File: src/rtl/pmrc_pkg.sv
// Functional notes
// - idle bit 0 set halts cpu after the writing instruction; clocks keep running.
// - idle keeps all registers and memory unchanged; peripherals may stay active.
// - enabled interrupt during idle clears idle bit and resumes cpu.
// - reset ending idle or stop runs normal reset, fetch from zero.
// - enabled watchdog reset ends idle; software may disable it first.
// - stop bit 1 halts internal oscillator, cpu and digital peripherals.
// - stop ignores interrupts; only internal or external reset ends it.
// - clock loss detector stays active in stop and may reset device.
// - with regulator stop shutdown set, only reset pin, supply monitor or power cycle resets.
// - reset halts execution, loads register reset values, disables interrupts and timers.
// - reset keeps data memory but reinitialises the stack pointer.
// - reset loads port latches with all ones, open-drain, pull-ups enabled.
// - power-on and supply-monitor resets drive the reset pin low throughout.
// - reset exit clears program counter and selects internal oscillator.
// - after any reset watchdog is enabled, clocked at system clock over twelve.
// - power-up holds reset and adds a release delay before leaving reset.
// - power-on exit sets the power-up cause flag.
// - every other reset clears the power-up cause flag.
// - after power-on, data memory undefined and supply monitor enabled.
// - supply monitor enable is set only by power-on reset.
package pmrc_pkg;
  localparam logic [7:0] PMC_ADDR = 8'h87;
  localparam int IDLE_BIT = 0;
  localparam int STOP_BIT = 1;
  localparam logic [7:0] PMC_RESET = 8'h00;
  localparam logic [7:0] PORT_RESET = 8'hFF;
  localparam logic [15:0] PC_RESET = 16'h0000;
  localparam logic [7:0] SP_RESET = 8'h07;
  localparam int WDT_DIV = 12;
  localparam int CLK_MHZ = 20;
  localparam int POR_DELAY_US = 300;
  localparam int POR_CYCLES = POR_DELAY_US * CLK_MHZ;
  localparam int CLD_TIMEOUT_US = 100;
  localparam int CLD_CYCLES = CLD_TIMEOUT_US * CLK_MHZ;

  typedef enum logic [1:0] {ST_RUN, ST_IDLE, ST_STOP} pmrc_mode_t;

  typedef struct packed {
    logic wr;
    logic [7:0] addr;
    logic [7:0] data;
    logic instr_done;
  } pmrc_sfr_t;

  typedef struct packed {
    logic por;
    logic pin;
    logic vmon;
    logic wdt;
    logic other;
  } pmrc_rst_t;
endpackage

File: src/rtl/pmrc_top.sv
`timescale 1ns/1ps
module pmrc_top #(
  parameter int POR_CNT = pmrc_pkg::POR_CYCLES,
  parameter int CLD_CNT = pmrc_pkg::CLD_CYCLES
) (
  input wire logic ref_clk,
  input wire logic rst_n,
  input wire logic rst_pin_n,
  input wire pmrc_pkg::pmrc_sfr_t sfr,
  input wire logic [7:0] sfr_raddr,
  input wire logic irq_pending,
  input wire logic irq_enable,
  input wire logic vmon_fail,
  input wire logic wdt_fire,
  input wire logic other_rst,
  input wire logic cld_en,
  input wire logic reg_stop_shutdown,
  input wire logic wdt_disable,
  output logic [7:0] sfr_rdata,
  output logic cpu_halt,
  output logic osc_stop,
  output logic periph_halt,
  output logic sys_rst_n,
  output logic rst_pin_oe,
  output logic rst_pin_o,
  output logic power_up_cause_flag,
  output logic vmon_en,
  output logic wdt_en,
  output logic wdt_tick,
  output logic [15:0] program_counter,
  output logic [7:0] stack_ptr,
  output logic [7:0] port_latch,
  output logic pullup_en,
  output logic int_osc_sel
);
  // ***************************************************
  // pin synchronisers and internal reset release
  // ***************************************************
  logic [1:0] pin_sync_r;
  logic [1:0] pin_sync_nxt;
  logic [1:0] rel_sync_r;
  logic [1:0] rel_sync_nxt;
  logic pin_rst;
  logic any_rst;

  always_comb begin
    pin_sync_nxt = {pin_sync_r[0], rst_pin_n};
    rel_sync_nxt = {rel_sync_r[0], 1'b1};
  end

  // first flop only feeds the second
  always_ff @(posedge ref_clk or negedge rst_n) begin
    if (!rst_n) begin
      pin_sync_r <= 2'b00;
      rel_sync_r <= 2'b00;
    end else begin
      pin_sync_r <= pin_sync_nxt;
      rel_sync_r <= rel_sync_nxt;
    end
  end

  assign pin_rst = !pin_sync_r[1];

  // ***************************************************
  // reset sequencer
  // ***************************************************
  logic por_done_r;
  logic por_done_nxt;
  logic [31:0] por_cnt_r;
  logic [31:0] por_cnt_nxt;
  logic [31:0] cld_cnt_r;
  logic [31:0] cld_cnt_nxt;
  logic cld_rst;
  logic wdt_rst;
  logic soft_rst;
  logic in_rst_r;
  logic in_rst_nxt;
  logic pin_drive_nxt;
  logic puf_nxt;
  logic vmon_en_nxt;
  logic vmon_hold_nxt;
  logic pin_echo_r;
  logic pin_echo_nxt;
  logic cause_rst;
  pmrc_pkg::pmrc_mode_t mode_r;
  pmrc_pkg::pmrc_mode_t mode_nxt;

  // regulator shutdown in stop blocks watchdog, detector and other internal sources, not the supply monitor
  assign soft_rst = (mode_r == pmrc_pkg::ST_STOP) && reg_stop_shutdown;
  assign cld_rst = cld_en && (cld_cnt_r == CLD_CNT - 1) && !soft_rst;
  assign wdt_rst = wdt_fire && wdt_en && !soft_rst;
  assign any_rst = pin_rst || (vmon_fail && vmon_en) || cld_rst || wdt_rst || (other_rst && !soft_rst);
  // our own pin drive comes back through the synchroniser; it must not count as a new reset cause
  assign cause_rst = (pin_rst && !pin_echo_r) || (vmon_fail && vmon_en) || cld_rst || wdt_rst
    || (other_rst && !soft_rst);

  always_comb begin
    por_done_nxt = por_done_r;
    por_cnt_nxt = por_cnt_r;
    cld_cnt_nxt = 32'h0000_0000;
    // power-up delay before first release
    if (!por_done_r) begin
      if (por_cnt_r == POR_CNT - 1) begin
        por_done_nxt = 1'b1;
      end else begin
        por_cnt_nxt = por_cnt_r + 32'h0000_0001;
      end
    end
    // detector model: system clock stopped only while in stop
    if (mode_r == pmrc_pkg::ST_STOP && cld_en && cld_cnt_r != CLD_CNT - 1) begin
      cld_cnt_nxt = cld_cnt_r + 32'h0000_0001;
    end
    in_rst_nxt = !por_done_nxt || any_rst;
    vmon_hold_nxt = vmon_fail && vmon_en;
    // echo lasts while driving and until the synchronised pin reads high again
    pin_echo_nxt = rst_pin_oe || (pin_echo_r && !pin_sync_r[1]);
    // pin driven low only for power-on and supply-monitor resets
    pin_drive_nxt = !por_done_nxt || vmon_hold_nxt;
    puf_nxt = power_up_cause_flag;
    if (!por_done_r) begin
      puf_nxt = 1'b1;
    end else if (cause_rst) begin
      puf_nxt = 1'b0;
    end
    vmon_en_nxt = vmon_en;
    if (!por_done_r) begin
      vmon_en_nxt = 1'b1;
    end
  end

  always_ff @(posedge ref_clk or negedge rst_n) begin
    if (!rst_n) begin
      por_done_r <= 1'b0;
      por_cnt_r <= 32'h0000_0000;
      cld_cnt_r <= 32'h0000_0000;
      in_rst_r <= 1'b1;
      pin_echo_r <= 1'b1;
      rst_pin_oe <= 1'b1;
      rst_pin_o <= 1'b0;
      power_up_cause_flag <= 1'b1;
      vmon_en <= 1'b1;
    end else begin
      por_done_r <= por_done_nxt;
      por_cnt_r <= por_cnt_nxt;
      cld_cnt_r <= cld_cnt_nxt;
      in_rst_r <= in_rst_nxt;
      pin_echo_r <= pin_echo_nxt;
      rst_pin_oe <= pin_drive_nxt;
      rst_pin_o <= 1'b0;
      power_up_cause_flag <= puf_nxt;
      vmon_en <= vmon_en_nxt;
    end
  end

  // ***************************************************
  // power mode control register and mode machine
  // ***************************************************
  logic [5:0] gp_flags_r;
  logic [5:0] gp_flags_nxt;
  logic wdt_en_nxt;
  logic [3:0] wdt_div_r;
  logic [3:0] wdt_div_nxt;
  logic pmc_wr;

  assign pmc_wr = sfr.wr && sfr.addr == pmrc_pkg::PMC_ADDR;

  always_comb begin
    mode_nxt = mode_r;
    gp_flags_nxt = gp_flags_r;
    wdt_en_nxt = wdt_en && !wdt_disable;
    wdt_div_nxt = wdt_div_r;
    if (in_rst_r || !rel_sync_r[1]) begin
      mode_nxt = pmrc_pkg::ST_RUN;
      gp_flags_nxt = pmrc_pkg::PMC_RESET[7:2];
      wdt_en_nxt = 1'b1;
      wdt_div_nxt = 4'h0;
    end else begin
      unique case (mode_r)
        pmrc_pkg::ST_RUN: begin
          if (pmc_wr) begin
            gp_flags_nxt = sfr.data[7:2];
            // stop wins if both select bits are written; mode taken once the instruction ends
            if (sfr.instr_done && sfr.data[pmrc_pkg::STOP_BIT]) begin
              mode_nxt = pmrc_pkg::ST_STOP;
            end else if (sfr.instr_done && sfr.data[pmrc_pkg::IDLE_BIT]) begin
              mode_nxt = pmrc_pkg::ST_IDLE;
            end
          end
        end
        pmrc_pkg::ST_IDLE: begin
          if (irq_pending && irq_enable) begin
            mode_nxt = pmrc_pkg::ST_RUN;
          end
        end
        pmrc_pkg::ST_STOP: begin
          mode_nxt = pmrc_pkg::ST_STOP;
        end
      endcase
      // divide by twelve tick, frozen in stop
      if (mode_r != pmrc_pkg::ST_STOP) begin
        wdt_div_nxt = (wdt_div_r == 4'(pmrc_pkg::WDT_DIV - 1)) ? 4'h0 : wdt_div_r + 4'h1;
      end
    end
  end

  always_ff @(posedge ref_clk or negedge rst_n) begin
    if (!rst_n) begin
      mode_r <= pmrc_pkg::ST_RUN;
      gp_flags_r <= 6'h00;
      wdt_en <= 1'b1;
      wdt_div_r <= 4'h0;
    end else begin
      mode_r <= mode_nxt;
      gp_flags_r <= gp_flags_nxt;
      wdt_en <= wdt_en_nxt;
      wdt_div_r <= wdt_div_nxt;
    end
  end

  // ***************************************************
  // registered outputs
  // ***************************************************
  always_ff @(posedge ref_clk or negedge rst_n) begin
    if (!rst_n) begin
      sfr_rdata <= 8'h00;
      cpu_halt <= 1'b1;
      osc_stop <= 1'b0;
      periph_halt <= 1'b1;
      sys_rst_n <= 1'b0;
      wdt_tick <= 1'b0;
      program_counter <= pmrc_pkg::PC_RESET;
      stack_ptr <= pmrc_pkg::SP_RESET;
      port_latch <= pmrc_pkg::PORT_RESET;
      pullup_en <= 1'b1;
      int_osc_sel <= 1'b1;
    end else begin
      // select bits read back as zero
      sfr_rdata <= (sfr_raddr == pmrc_pkg::PMC_ADDR) ? {gp_flags_r, 2'b00} : 8'h00;
      cpu_halt <= in_rst_nxt || mode_nxt != pmrc_pkg::ST_RUN;
      osc_stop <= mode_nxt == pmrc_pkg::ST_STOP;
      periph_halt <= in_rst_nxt || mode_nxt == pmrc_pkg::ST_STOP;
      sys_rst_n <= !in_rst_r && rel_sync_r[1];
      // divider freezes in stop, so a frozen terminal count must not tick every cycle
      wdt_tick <= wdt_en && mode_r != pmrc_pkg::ST_STOP && wdt_div_r == 4'(pmrc_pkg::WDT_DIV - 1);
      if (in_rst_r) begin
        program_counter <= pmrc_pkg::PC_RESET;
        stack_ptr <= pmrc_pkg::SP_RESET;
        port_latch <= pmrc_pkg::PORT_RESET;
        int_osc_sel <= 1'b1;
      end
      pullup_en <= 1'b1;
    end
  end
endmodule

File: config.mk
export PLATFORM = sky130hd
export DESIGN_NAME = pmrc_top
export DESIGN_NICKNAME = d
export VERILOG_FILES = /design/src/rtl/pmrc_pkg.sv /design/src/rtl/pmrc_top.sv
export SDC_FILE = /design/constraint.sdc
export NUM_CORES = 1
export LEC_CHECK = 0
export ABC_AREA = 0
export BUFFER_PORTS_ARGS = -buffer_cell sky130_fd_sc_hd__buf_4
export CORE_MARGIN = 1
export CORE_UTILIZATION = 35
export CTS_BUF_LIST = sky130_fd_sc_hd__clkbuf_2
export DETAILED_ROUTE_END_ITERATION = 10
export SLEW_MARGIN = 25
export SYNTH_ARGS = -nofsm -noshare
export SYNTH_HDL_FRONTEND = slang
export SYNTH_SLANG_ARGS = --single-unit
File: constraint.sdc
create_clock -name ref_clk -period 2.25 [get_ports ref_clk]
set_input_delay 0.45 -clock ref_clk [delete_from_list [all_inputs] [get_ports ref_clk]]
set_output_delay 0.45 -clock ref_clk [all_outputs]
set_load 0.02 [all_outputs]
After elaboration in Yosys (flattened, before gate mapping)
Index checks and enable logic that the tools add are counted.
{ "totals": {"ramBits": 0, "register_bits": 99, "latchBits": 0, "elab_cells": 100, "rom_bits": 0, "memories": 0} }
{ "op_classes": {"n_bitwise": 2, "n_lt_le_gt_ge": 0, "multipliers": 0, "n_eq_ne": 11, "reduce_logical": 46, "div_mod_pow": 0, "mux": 19, "addsub": 3, "n_shift": 0} }
{ "op_table": {"columns": ["cell", "count"], "rows": [
  ["$add A32 B1 Y32 const B", 2],
  ["$eq A32 B11 Y1 const B", 1],
  ["$eq A32 B13 Y1 const B", 1],
  ["$mux W32", 1],
  ["$ne A32 B11 Y1 const B", 1],
  ["$logic_and A1 B1 Y1", 18],
  ["$mux W6", 3],
  ["$eq A8 B8 Y1 const B", 2],
  ["$logic_or A1 B1 Y1", 14],
  ["$mux W4", 3],
  ["$mux W2", 5],
  ["$mux W8", 1],
  ["$reduce_bool A2 Y1", 4],
  ["$logic_not A1 Y1", 7],
  ["$pmux W2 S3", 1],
  ["$mux W1", 5],
  ["$add A4 B1 Y4 const B", 1],
  ["$eq A2 B2 Y1 const B", 2],
  ["$eq A4 B4 Y1 const B", 1],
  ["$reduce_and A2 Y1", 2],
  ["$eq A2 B1 Y1 const B", 1],
  ["$logic_not A2 Y1", 1],
  ["$ne A2 B1 Y1 const B", 1],
  ["$ne A2 B2 Y1 const B", 1],
  ["$not A1 Y1", 2]
]} }

Depth between registers and ports, before layout
Gate-level depths: netlist of the first run.
{ "depth": {"word_depth": 9, "mapped_depth": 8} }

Worst setup path before layout of the first run
No wires, ideal clock.
{ "synth_path": {"path_type": "register to register", "from": "reg mode_r[0]", "to": "reg cpu_halt", "path_stages_with_launch": 8, "n_path_buf": 1, "period_less_slack_ps": 1961, "path_slack_ps": 289, "arrival_time_ps": 1873, "path_cell_list": "dfrtp_1 inv_1 ha_1 clkbuf_1 a21oi_1 or2_2 a2111o_1 or3_1"} }
{ "synth_between": {"elab_chain_cells": 9, "elab_cells_between_ends": 20} }
{ "synth_rtl": {"columns": ["element", "line_no", "source"], "rows": [
  ["start: declaration", "pmrc_top.sv:85", "pmrc_pkg::pmrc_mode_t mode_r;"],
  ["start signal: assignment", "pmrc_top.sv:208", "mode_r <= pmrc_pkg::ST_RUN;"],
  ["start signal: assignment", "pmrc_top.sv:213", "mode_r <= mode_nxt;"],
  ["$eq A2 B2 Y1 (*)", "pmrc_top.sv:89", "assign soft_rst = (mode_r == pmrc_pkg::ST_STOP) && reg_stop_shutdown;"],
  ["$logic_and A1 B1 Y1 (*)", "pmrc_top.sv:89", null],
  ["$logic_not A1 Y1 (*)", "pmrc_top.sv:90, pmrc_top.sv:91, pmrc_top.sv:92", null],
  ["$logic_and A1 B1 Y1", "pmrc_top.sv:90", "assign cld_rst = cld_en && (cld_cnt_r == CLD_CNT - 1) && !soft_rst;"],
  ["$logic_or A1 B1 Y1 (2 in series)", "pmrc_top.sv:92", "assign any_rst = pin_rst || (vmon_fail && vmon_en) || cld_rst || wdt_rst || (other_rst && !soft_rst);"],
  ["$logic_or A1 B1 Y1 (*)", "pmrc_top.sv:92", null],
  ["$logic_or A1 B1 Y1 (*)", "pmrc_top.sv:113", "in_rst_nxt = !por_done_nxt || any_rst;"],
  ["named net in_rst_nxt", "pmrc_top.sv:77", "logic in_rst_nxt;"],
  ["$logic_or A1 B1 Y1 (*)", "pmrc_top.sv:239", "cpu_halt <= in_rst_nxt || mode_nxt != pmrc_pkg::ST_RUN;"],
  ["end signal: assignment", "pmrc_top.sv:239", null],
  ["end: declaration", "pmrc_top.sv:20", "output logic cpu_halt,"]
]} }
Mark *: on every way through the listed nets, which the timed path passes. The rest lies on a longest branch.
A chain may end at the register's enable or synchronous reset.

Worst setup path after layout of the first run
{ "layout_path": {"from": "reg por_cnt_r[0]", "to": "reg cpu_halt"} }
{ "layout_between": {"elab_chain_cells": 6} }
{ "layout_rtl": {"columns": ["element", "line_no", "source"], "rows": [
  ["start: declaration", "pmrc_top.sv:69", "logic [31:0] por_cnt_r;"],
  ["start signal: assignment", "pmrc_top.sv:144", "por_cnt_r <= por_cnt_nxt;"],
  ["$eq A32 B13 Y1", "pmrc_top.sv:103", "if (por_cnt_r == POR_CNT - 1) begin"],
  ["$mux W1", "pmrc_top.sv:103", null],
  ["$mux W1", "pmrc_top.sv:102", "if (!por_done_r) begin"],
  ["$logic_not A1 Y1", "pmrc_top.sv:113", null],
  ["$logic_or A1 B1 Y1", "pmrc_top.sv:113", null],
  ["named net in_rst_nxt", "pmrc_top.sv:77", null],
  ["$logic_or A1 B1 Y1", "pmrc_top.sv:239", null]
]} }
The timed path passes the listed nets, and every way through them passes these cells.

==> impl_metrics.ini, run 1 <==
[outcome]
status = complete, no violations

[place]
place_inst = 696
place_congestion = 0.844
dpl_worst_slack_ps = 64.8
io_buffers = 50
dp_hpwl_mm = 6.70

[cells_and_area]
drive_gt1_frac = 0.173
nets = 577
fill_cells = 1351
stdcell_count = 716
fin_util = 0.411
area_growth_syn_to_layout_pct = 13.6

[critical_path]
path_class = reg2reg
cp_cell_sequence = ha_1 > and4_1 > nand4_1 > o21a_2 > a2111o_1 > or3_1
crit_start = por_cnt_r[0]
cpMaxStageDelayCell = dfrtp_1
endpoint_kind = register
cp.required_ps = 2800
critPathArrivalTime_ps = 2660
slowest_delay_ps = 470
critPathLaunchType = register
crit_fanout = 6
r2r-start = por_cnt_r[0]

[detailed_routing]
wl_mm = 9.20
initialDrtViolationCount = 168
avgViaCountPerCell = 4.79
vias = 3432
firstDrtPassIters = 4
route.detailed.drc = 0
wire_per_inst_um = 12.8
ant_nets = 0

[die]
die_y_um = 119
io_pins = 89
dieArea_mm2 = 0.0143
core.rowCount = 42
core-area_mm2 = 0.0133
die_w_um = 119
start_util = 0.362

[logic_synthesis]
yosysWarningCount = 0
yosysUniqueCellTypes = 48
postSynthCellCount = 473
synth_area_mm2 = 0.00483
syn_area_per_cell_um2 = 10.2
ys_ff_latch = 97
ys_async_sr_fraction = 1.00
synth-edff-count = 0
ys_seq_area_frac = 0.505
synth_top_flop_cell = dfrtp_1

[grt]
grt_overflow = 0
antenna_found_initial = 0
track_usage = 0.140
grt_pass1_wl_mm = 15.8
grt_max_degree = 48
grt_pass1_vias = 3394

[sta]
rsz0062_at_grt = no
fin_crit_ps = 2110
worst_pin_slew_ps = 766
hold_violations = 0
max_clock_freq_mhz = 475
setup_slack_ps = 143
fin_skew_ps = 38.9
final.setup.tns_ps = 0
slew_headroom = 0.484
finalCritPeriodShare = 0.936
slew_viol_final = 0
setup_viol = 0

[clock_tree]
cts-root-buf = clkbuf_2
numCtsBuffers = 9
cts_sinks = 97
clk_pin_slew_ps = 300
clkLatencyLatePin_ps = 600
cts_buffer_depth = 2
post-cts-setup-buffers = 0
cts_tree = built
h-tree-depth = 3

[pwr]
p_leak_uw = 0.00239
ir_worst_vdd_mv = 0.221
powerDensity_mw_per_mm2 = 514
finalPower_uw = 2820

[hold_path]
hp-class = in2reg
min_from = sfr[6]

[flow_run]
cap_violations = 0
[metal layers]
metal / vias up / track usage / routed length, um / part of all wire
li1: 1667 / - / - / -
met1: 1670 / 0.178 / 4350 / 0.47
met2: 79 / 0.228 / 4340 / 0.47
met3: 16 / 0.0321 / 313 / 0.034
met4: 0 / 0.0570 / 196 / 0.021
met5: - / 0 / 0 / 0
[cell usage after synthesis, types with 3 or more instances]
cell / count / area, um2
nand4_1: 15 / 93.8
and3_1: 8 / 50.1
o21ai_0: 5 / 25.0
nor2_1: 53 / 199
clkbuf_1: 6 / 22.5
a31oi_1: 3 / 18.8
nor3_1: 21 / 105
dfstp_2: 7 / 184
nor4_1: 17 / 106
or3_1: 4 / 25.0
nand3_1: 24 / 120
and2_1: 11 / 68.8
mux2i_1: 7 / 70.1
and4_1: 9 / 78.8
inv_1: 12 / 45.0
nand2_1: 28 / 105
buf_4: 38 / 285
a21oi_1: 6 / 30.0
ha_1: 6 / 75.1
nor2b_1: 3 / 18.8
nand2b_1: 6 / 37.5
buf_2: 4 / 20.0
dfrtp_1: 90 / 2250
xnor2_1: 38 / 333
xor2_1: 22 / 193
[kinds of logic after synthesis]
family | after synthesis | share of synthesized area
AOI/OAI and AO/OA | 25 | 0.0345
xor gates and xnor gates | 60 | 0.109
adders and majority gates | 6 | 0.0155
buffers and inverters | 62 | 0.0803
DFF | 97 | 0.505
muxes | 8 | 0.0168
other | 2 | 0.00156
and+or+nand+nor | 213 | 0.238
[layout by cell type, fill, tap and decap left out, drive strengths merged, types with 14 or more instances in the layout]
master,instances
dfrtp,90
nor2,53
inv,14
nor4,19
nand3,24
nand4,15
xnor2,38
xor2,22
nand2,28
nor3,22
conb,39
buf,59
[state kept, by name, indices dropped and copies added, names as in the netlist, 2 cells and up]
register / count
cld_cnt_r: 32
gp_flags_r: 6
por_cnt_r: 32
sfr_rdata: 6
rel_sync_r: 2
pin_sync_r: 2
mode_r: 2
wdt_div_r: 4
[per-stage QoR]
| step | cell area, um2 | hold WS, ps |
|---|---|---|
| floorplan | 4970 | 154 |
| global placement | 5320 | 336 |
| detailed placement | 5320 | 344 |
| CTS | 5480 | 15.9 |
| global route | 5480 | 5.79 |
| finish | 5480 | 66.2 |
[path summary, 6_finish.rpt]
check,end,slack [ps],cells after the start
setup / recovery,cpu_halt,140,6
hold / removal,gp_flags_r[3],70,3
setup reg to reg,cpu_halt,140,6
hold reg to reg,rel_sync_r[1],390,0
max in group asynchronous,power_up_cause_flag,1270,3
min in group asynchronous,cld_cnt_r[26],290,2
[critical path, delay by kind of cell (launching register included)]
kind,cells,cell delay (ps)
adder cells (fa/ha/maj),1,260
flip-flops,1,470
AO/OA/AOI/OAI,2,730
AND/OR/NAND/NOR,3,630
[repair_timing]
action,4_1_cts,5_1_grt
hold buffers,3,0
endpoints found under the hold margin,31,0
gates resized for setup,0,1
endpoints found under the setup margin,0,2
[final cells by class]
type | instances | area, um2 | area share
Clock inverter | 7 | 87.6 | 0.0160
Antenna cell | 1 | 2.50 | 0.000456
Tap cell | 176 | 220 | 0.0402
Multi-Input combinational cell | 351 | 2140 | 0.391
Timing Repair Buffer | 62 | 498 | 0.0908
Clock buffer | 9 | 45.0 | 0.00822
Inverter | 13 | 48.8 | 0.00890
Sequential cell | 97 | 2440 | 0.444
[power by group]
group | internal (uW) | switching [uW]
Sequential | 1750 | 1.06
Combinational | 51.8 | 104
Clock | 275 | 636
Total | 2080 | 741
(Power assumes the default switching activity.)
==> inputs of run 2 (changes only) <==
--- a/config.mk
+++ b/config.mk
@@ -11,6 +11,7 @@
 export CORE_UTILIZATION = 35
 export CTS_BUF_LIST = sky130_fd_sc_hd__clkbuf_2
 export DETAILED_ROUTE_END_ITERATION = 10
+export RECOVER_POWER = 25
 export SLEW_MARGIN = 25
 export SYNTH_ARGS = -nofsm -noshare
 export SYNTH_HDL_FRONTEND = slang
==> run 2 against run 1 <==
Compared with the run above:
- clock power barely moved
- core utilization fell by 0.13 points
- critical path depth did not move
- hold slack got worse by 0.70 ps
- critical path type unchanged
- largest cell class unchanged
- highest routed layer unchanged
==> impl_metrics.ini, run 2 (same netlist as run 1, synthesis figures left out) <==
[grt]
grt_overflow = 0
track_usage = 0.140
grt_pass1_wl_mm = 15.8
grt_max_degree = 48
grt_pass1_vias = 3394
antenna_found_initial = 0

[critical_path]
slowest_delay_ps = 470
cp.required_ps = 2800
critPathLaunchType = register
cp_cell_sequence = ha_1 > and4_1 > nand4_1 > o21a_2 > a2111o_1 > or3_1
endpoint_kind = register
r2r-start = por_cnt_r[0]
critPathArrivalTime_ps = 2660
cpMaxStageDelayCell = dfrtp_1
reg2reg_depth = 6
r2r-end = cpu_halt
reg2reg_slack_ps = 140
path_class = reg2reg
crit_fanout = 6

[pwr]
p_sw_uw = 739
pwr-share-seq = 0.623
combPwrFrac = 0.054
p_int_uw = 2080
switching_share = 0.262
powerDensity_mw_per_mm2 = 515
p_leak_uw = 0.00238
ir_worst_vdd_mv = 0.220
p_clk_frac = 0.323

[detailed_routing]
wl_mm = 9.18
initialDrtViolationCount = 134
vias = 3423
avgViaCountPerCell = 4.79
wire_per_inst_um = 12.8
ant_nets = 0
route.detailed.drc = 0
firstDrtPassIters = 5

[place]
place_congestion = 0.844
dp_hpwl_mm = 6.70
placedInstanceArea_mm2 = 0.00532
io_buffers = 50

[hold_path]
min_from = sfr[6]
min_to = gp_flags_r[3]
hp-class = in2reg
holdPathStages = 3

[clock_tree]
post-cts-setup-buffers = 0
numCtsBuffers = 9
clkLatencyLatePin_ps = 600
cts_tree = built
cts_sinks = 97
cts_buffer_depth = 2
h-tree-depth = 3
cts-root-buf = clkbuf_2
clk_pin_slew_ps = 300

[die]
start_util = 0.362
io_pins = 89
dieArea_mm2 = 0.0143
die_w_um = 119
die_y_um = 119
core-area_mm2 = 0.0133
core.rowCount = 42

[cells_and_area]
final_common_cell = dfrtp_1
stdcell_area_mm2 = 0.00547
area_growth_syn_to_layout_pct = 13.2
nets = 577
reg.largest.list = cld_cnt_r x32, por_cnt_r x32
drive_gt1_frac = 0.171
n_antenna_cell = 0
fill_cells = 1354
final_cell_mix = dfrtp_1, buf_4, nor2_1

[sta]
holdWs_ps = 65.5
fin_skew_ps = 40.9
rsz0062_at_grt = no
slew_headroom = 0.234
hold_violations = 0
slew_viol_final = 0
max_clock_freq_mhz = 475
fin_crit_ps = 2110
finalCritPeriodShare = 0.936
setup_viol = 0
final.setup.tns_ps = 0
worst_pin_slew_ps = 1150

[outcome]
status = complete, no violations

[flow_run]
cap_violations = 0
run 2: worst max path at each step:
stage,start,slack (ps),depth (start not counted),endpoint
2_1_floorplan,mode_r[0],290,7,cpu_halt
4_1_cts,por_cnt_r[0],90,6,cpu_halt
3_5_place_dp,sfr[14],60,6,gp_flags_r[4]
3_3_place_gp,sfr[14],140,6,gp_flags_r[0]
6_report,por_cnt_r[0],140,6,cpu_halt
5_1_grt,cld_cnt_r[28],20,6,cld_cnt_r[27]
run 2: repair_timing:
action / in CTS / in global routing
gates resized for setup: 0 / 1
hold buffers: 3 / 0
endpoints found under the setup margin: 0 / 2
hold endpoints to repair: 31 / 0
run 2: metal layers:
layer | global-route usage | wire [um] | vias to the layer above
li1 | - | - | 1664
met1 | 0.178 | 4360 | 1665
met2 | 0.228 | 4310 | 76
met3 | 0.0321 | 307 | 18
met4 | 0.0570 | 206 | 0
met5 | 0 | 0 | -
run 2: area by class of cell:
class                   instances  area (um2)  area share
clock buffers                   9        45.0     0.00824
clock inverters                 7        87.6      0.0160
inverters                      13        48.8     0.00893
multi-input cells             351        2140       0.392
flip-flops and latches         97        2440       0.446
well taps                     176         220      0.0403
repair buffers                 62         483      0.0884
run 2: metrics by stage:
stage	utilization	std cells	setup slack (ps)	power, uW
finish	0.409	715	144	2820
global route	0.409	715	24.1	2930
CTS	0.410	715	88.7	2860
detailed placement	0.398	696	64.8	1940
global placement	0.398	696	142	1930
floorplan	-	510	289	1890
run 2: power by group through the flow:
stage	Sequential [uW]	Combinational (uW)	Clock [uW]
after floorplan	1780	113	0
after global placement	1780	154	0
after detailed placement	1780	155	0
after CTS	1750	159	947
after global routing	1760	170	1010
final	1750	152	909
run 2: worst max-delay path, delay by kind of cell, from the launching register on:
kind            cells  cell delay (ps)
fa+ha+maj           1              260
simple gates        3              630
flops               1              470
compound gates      2              730
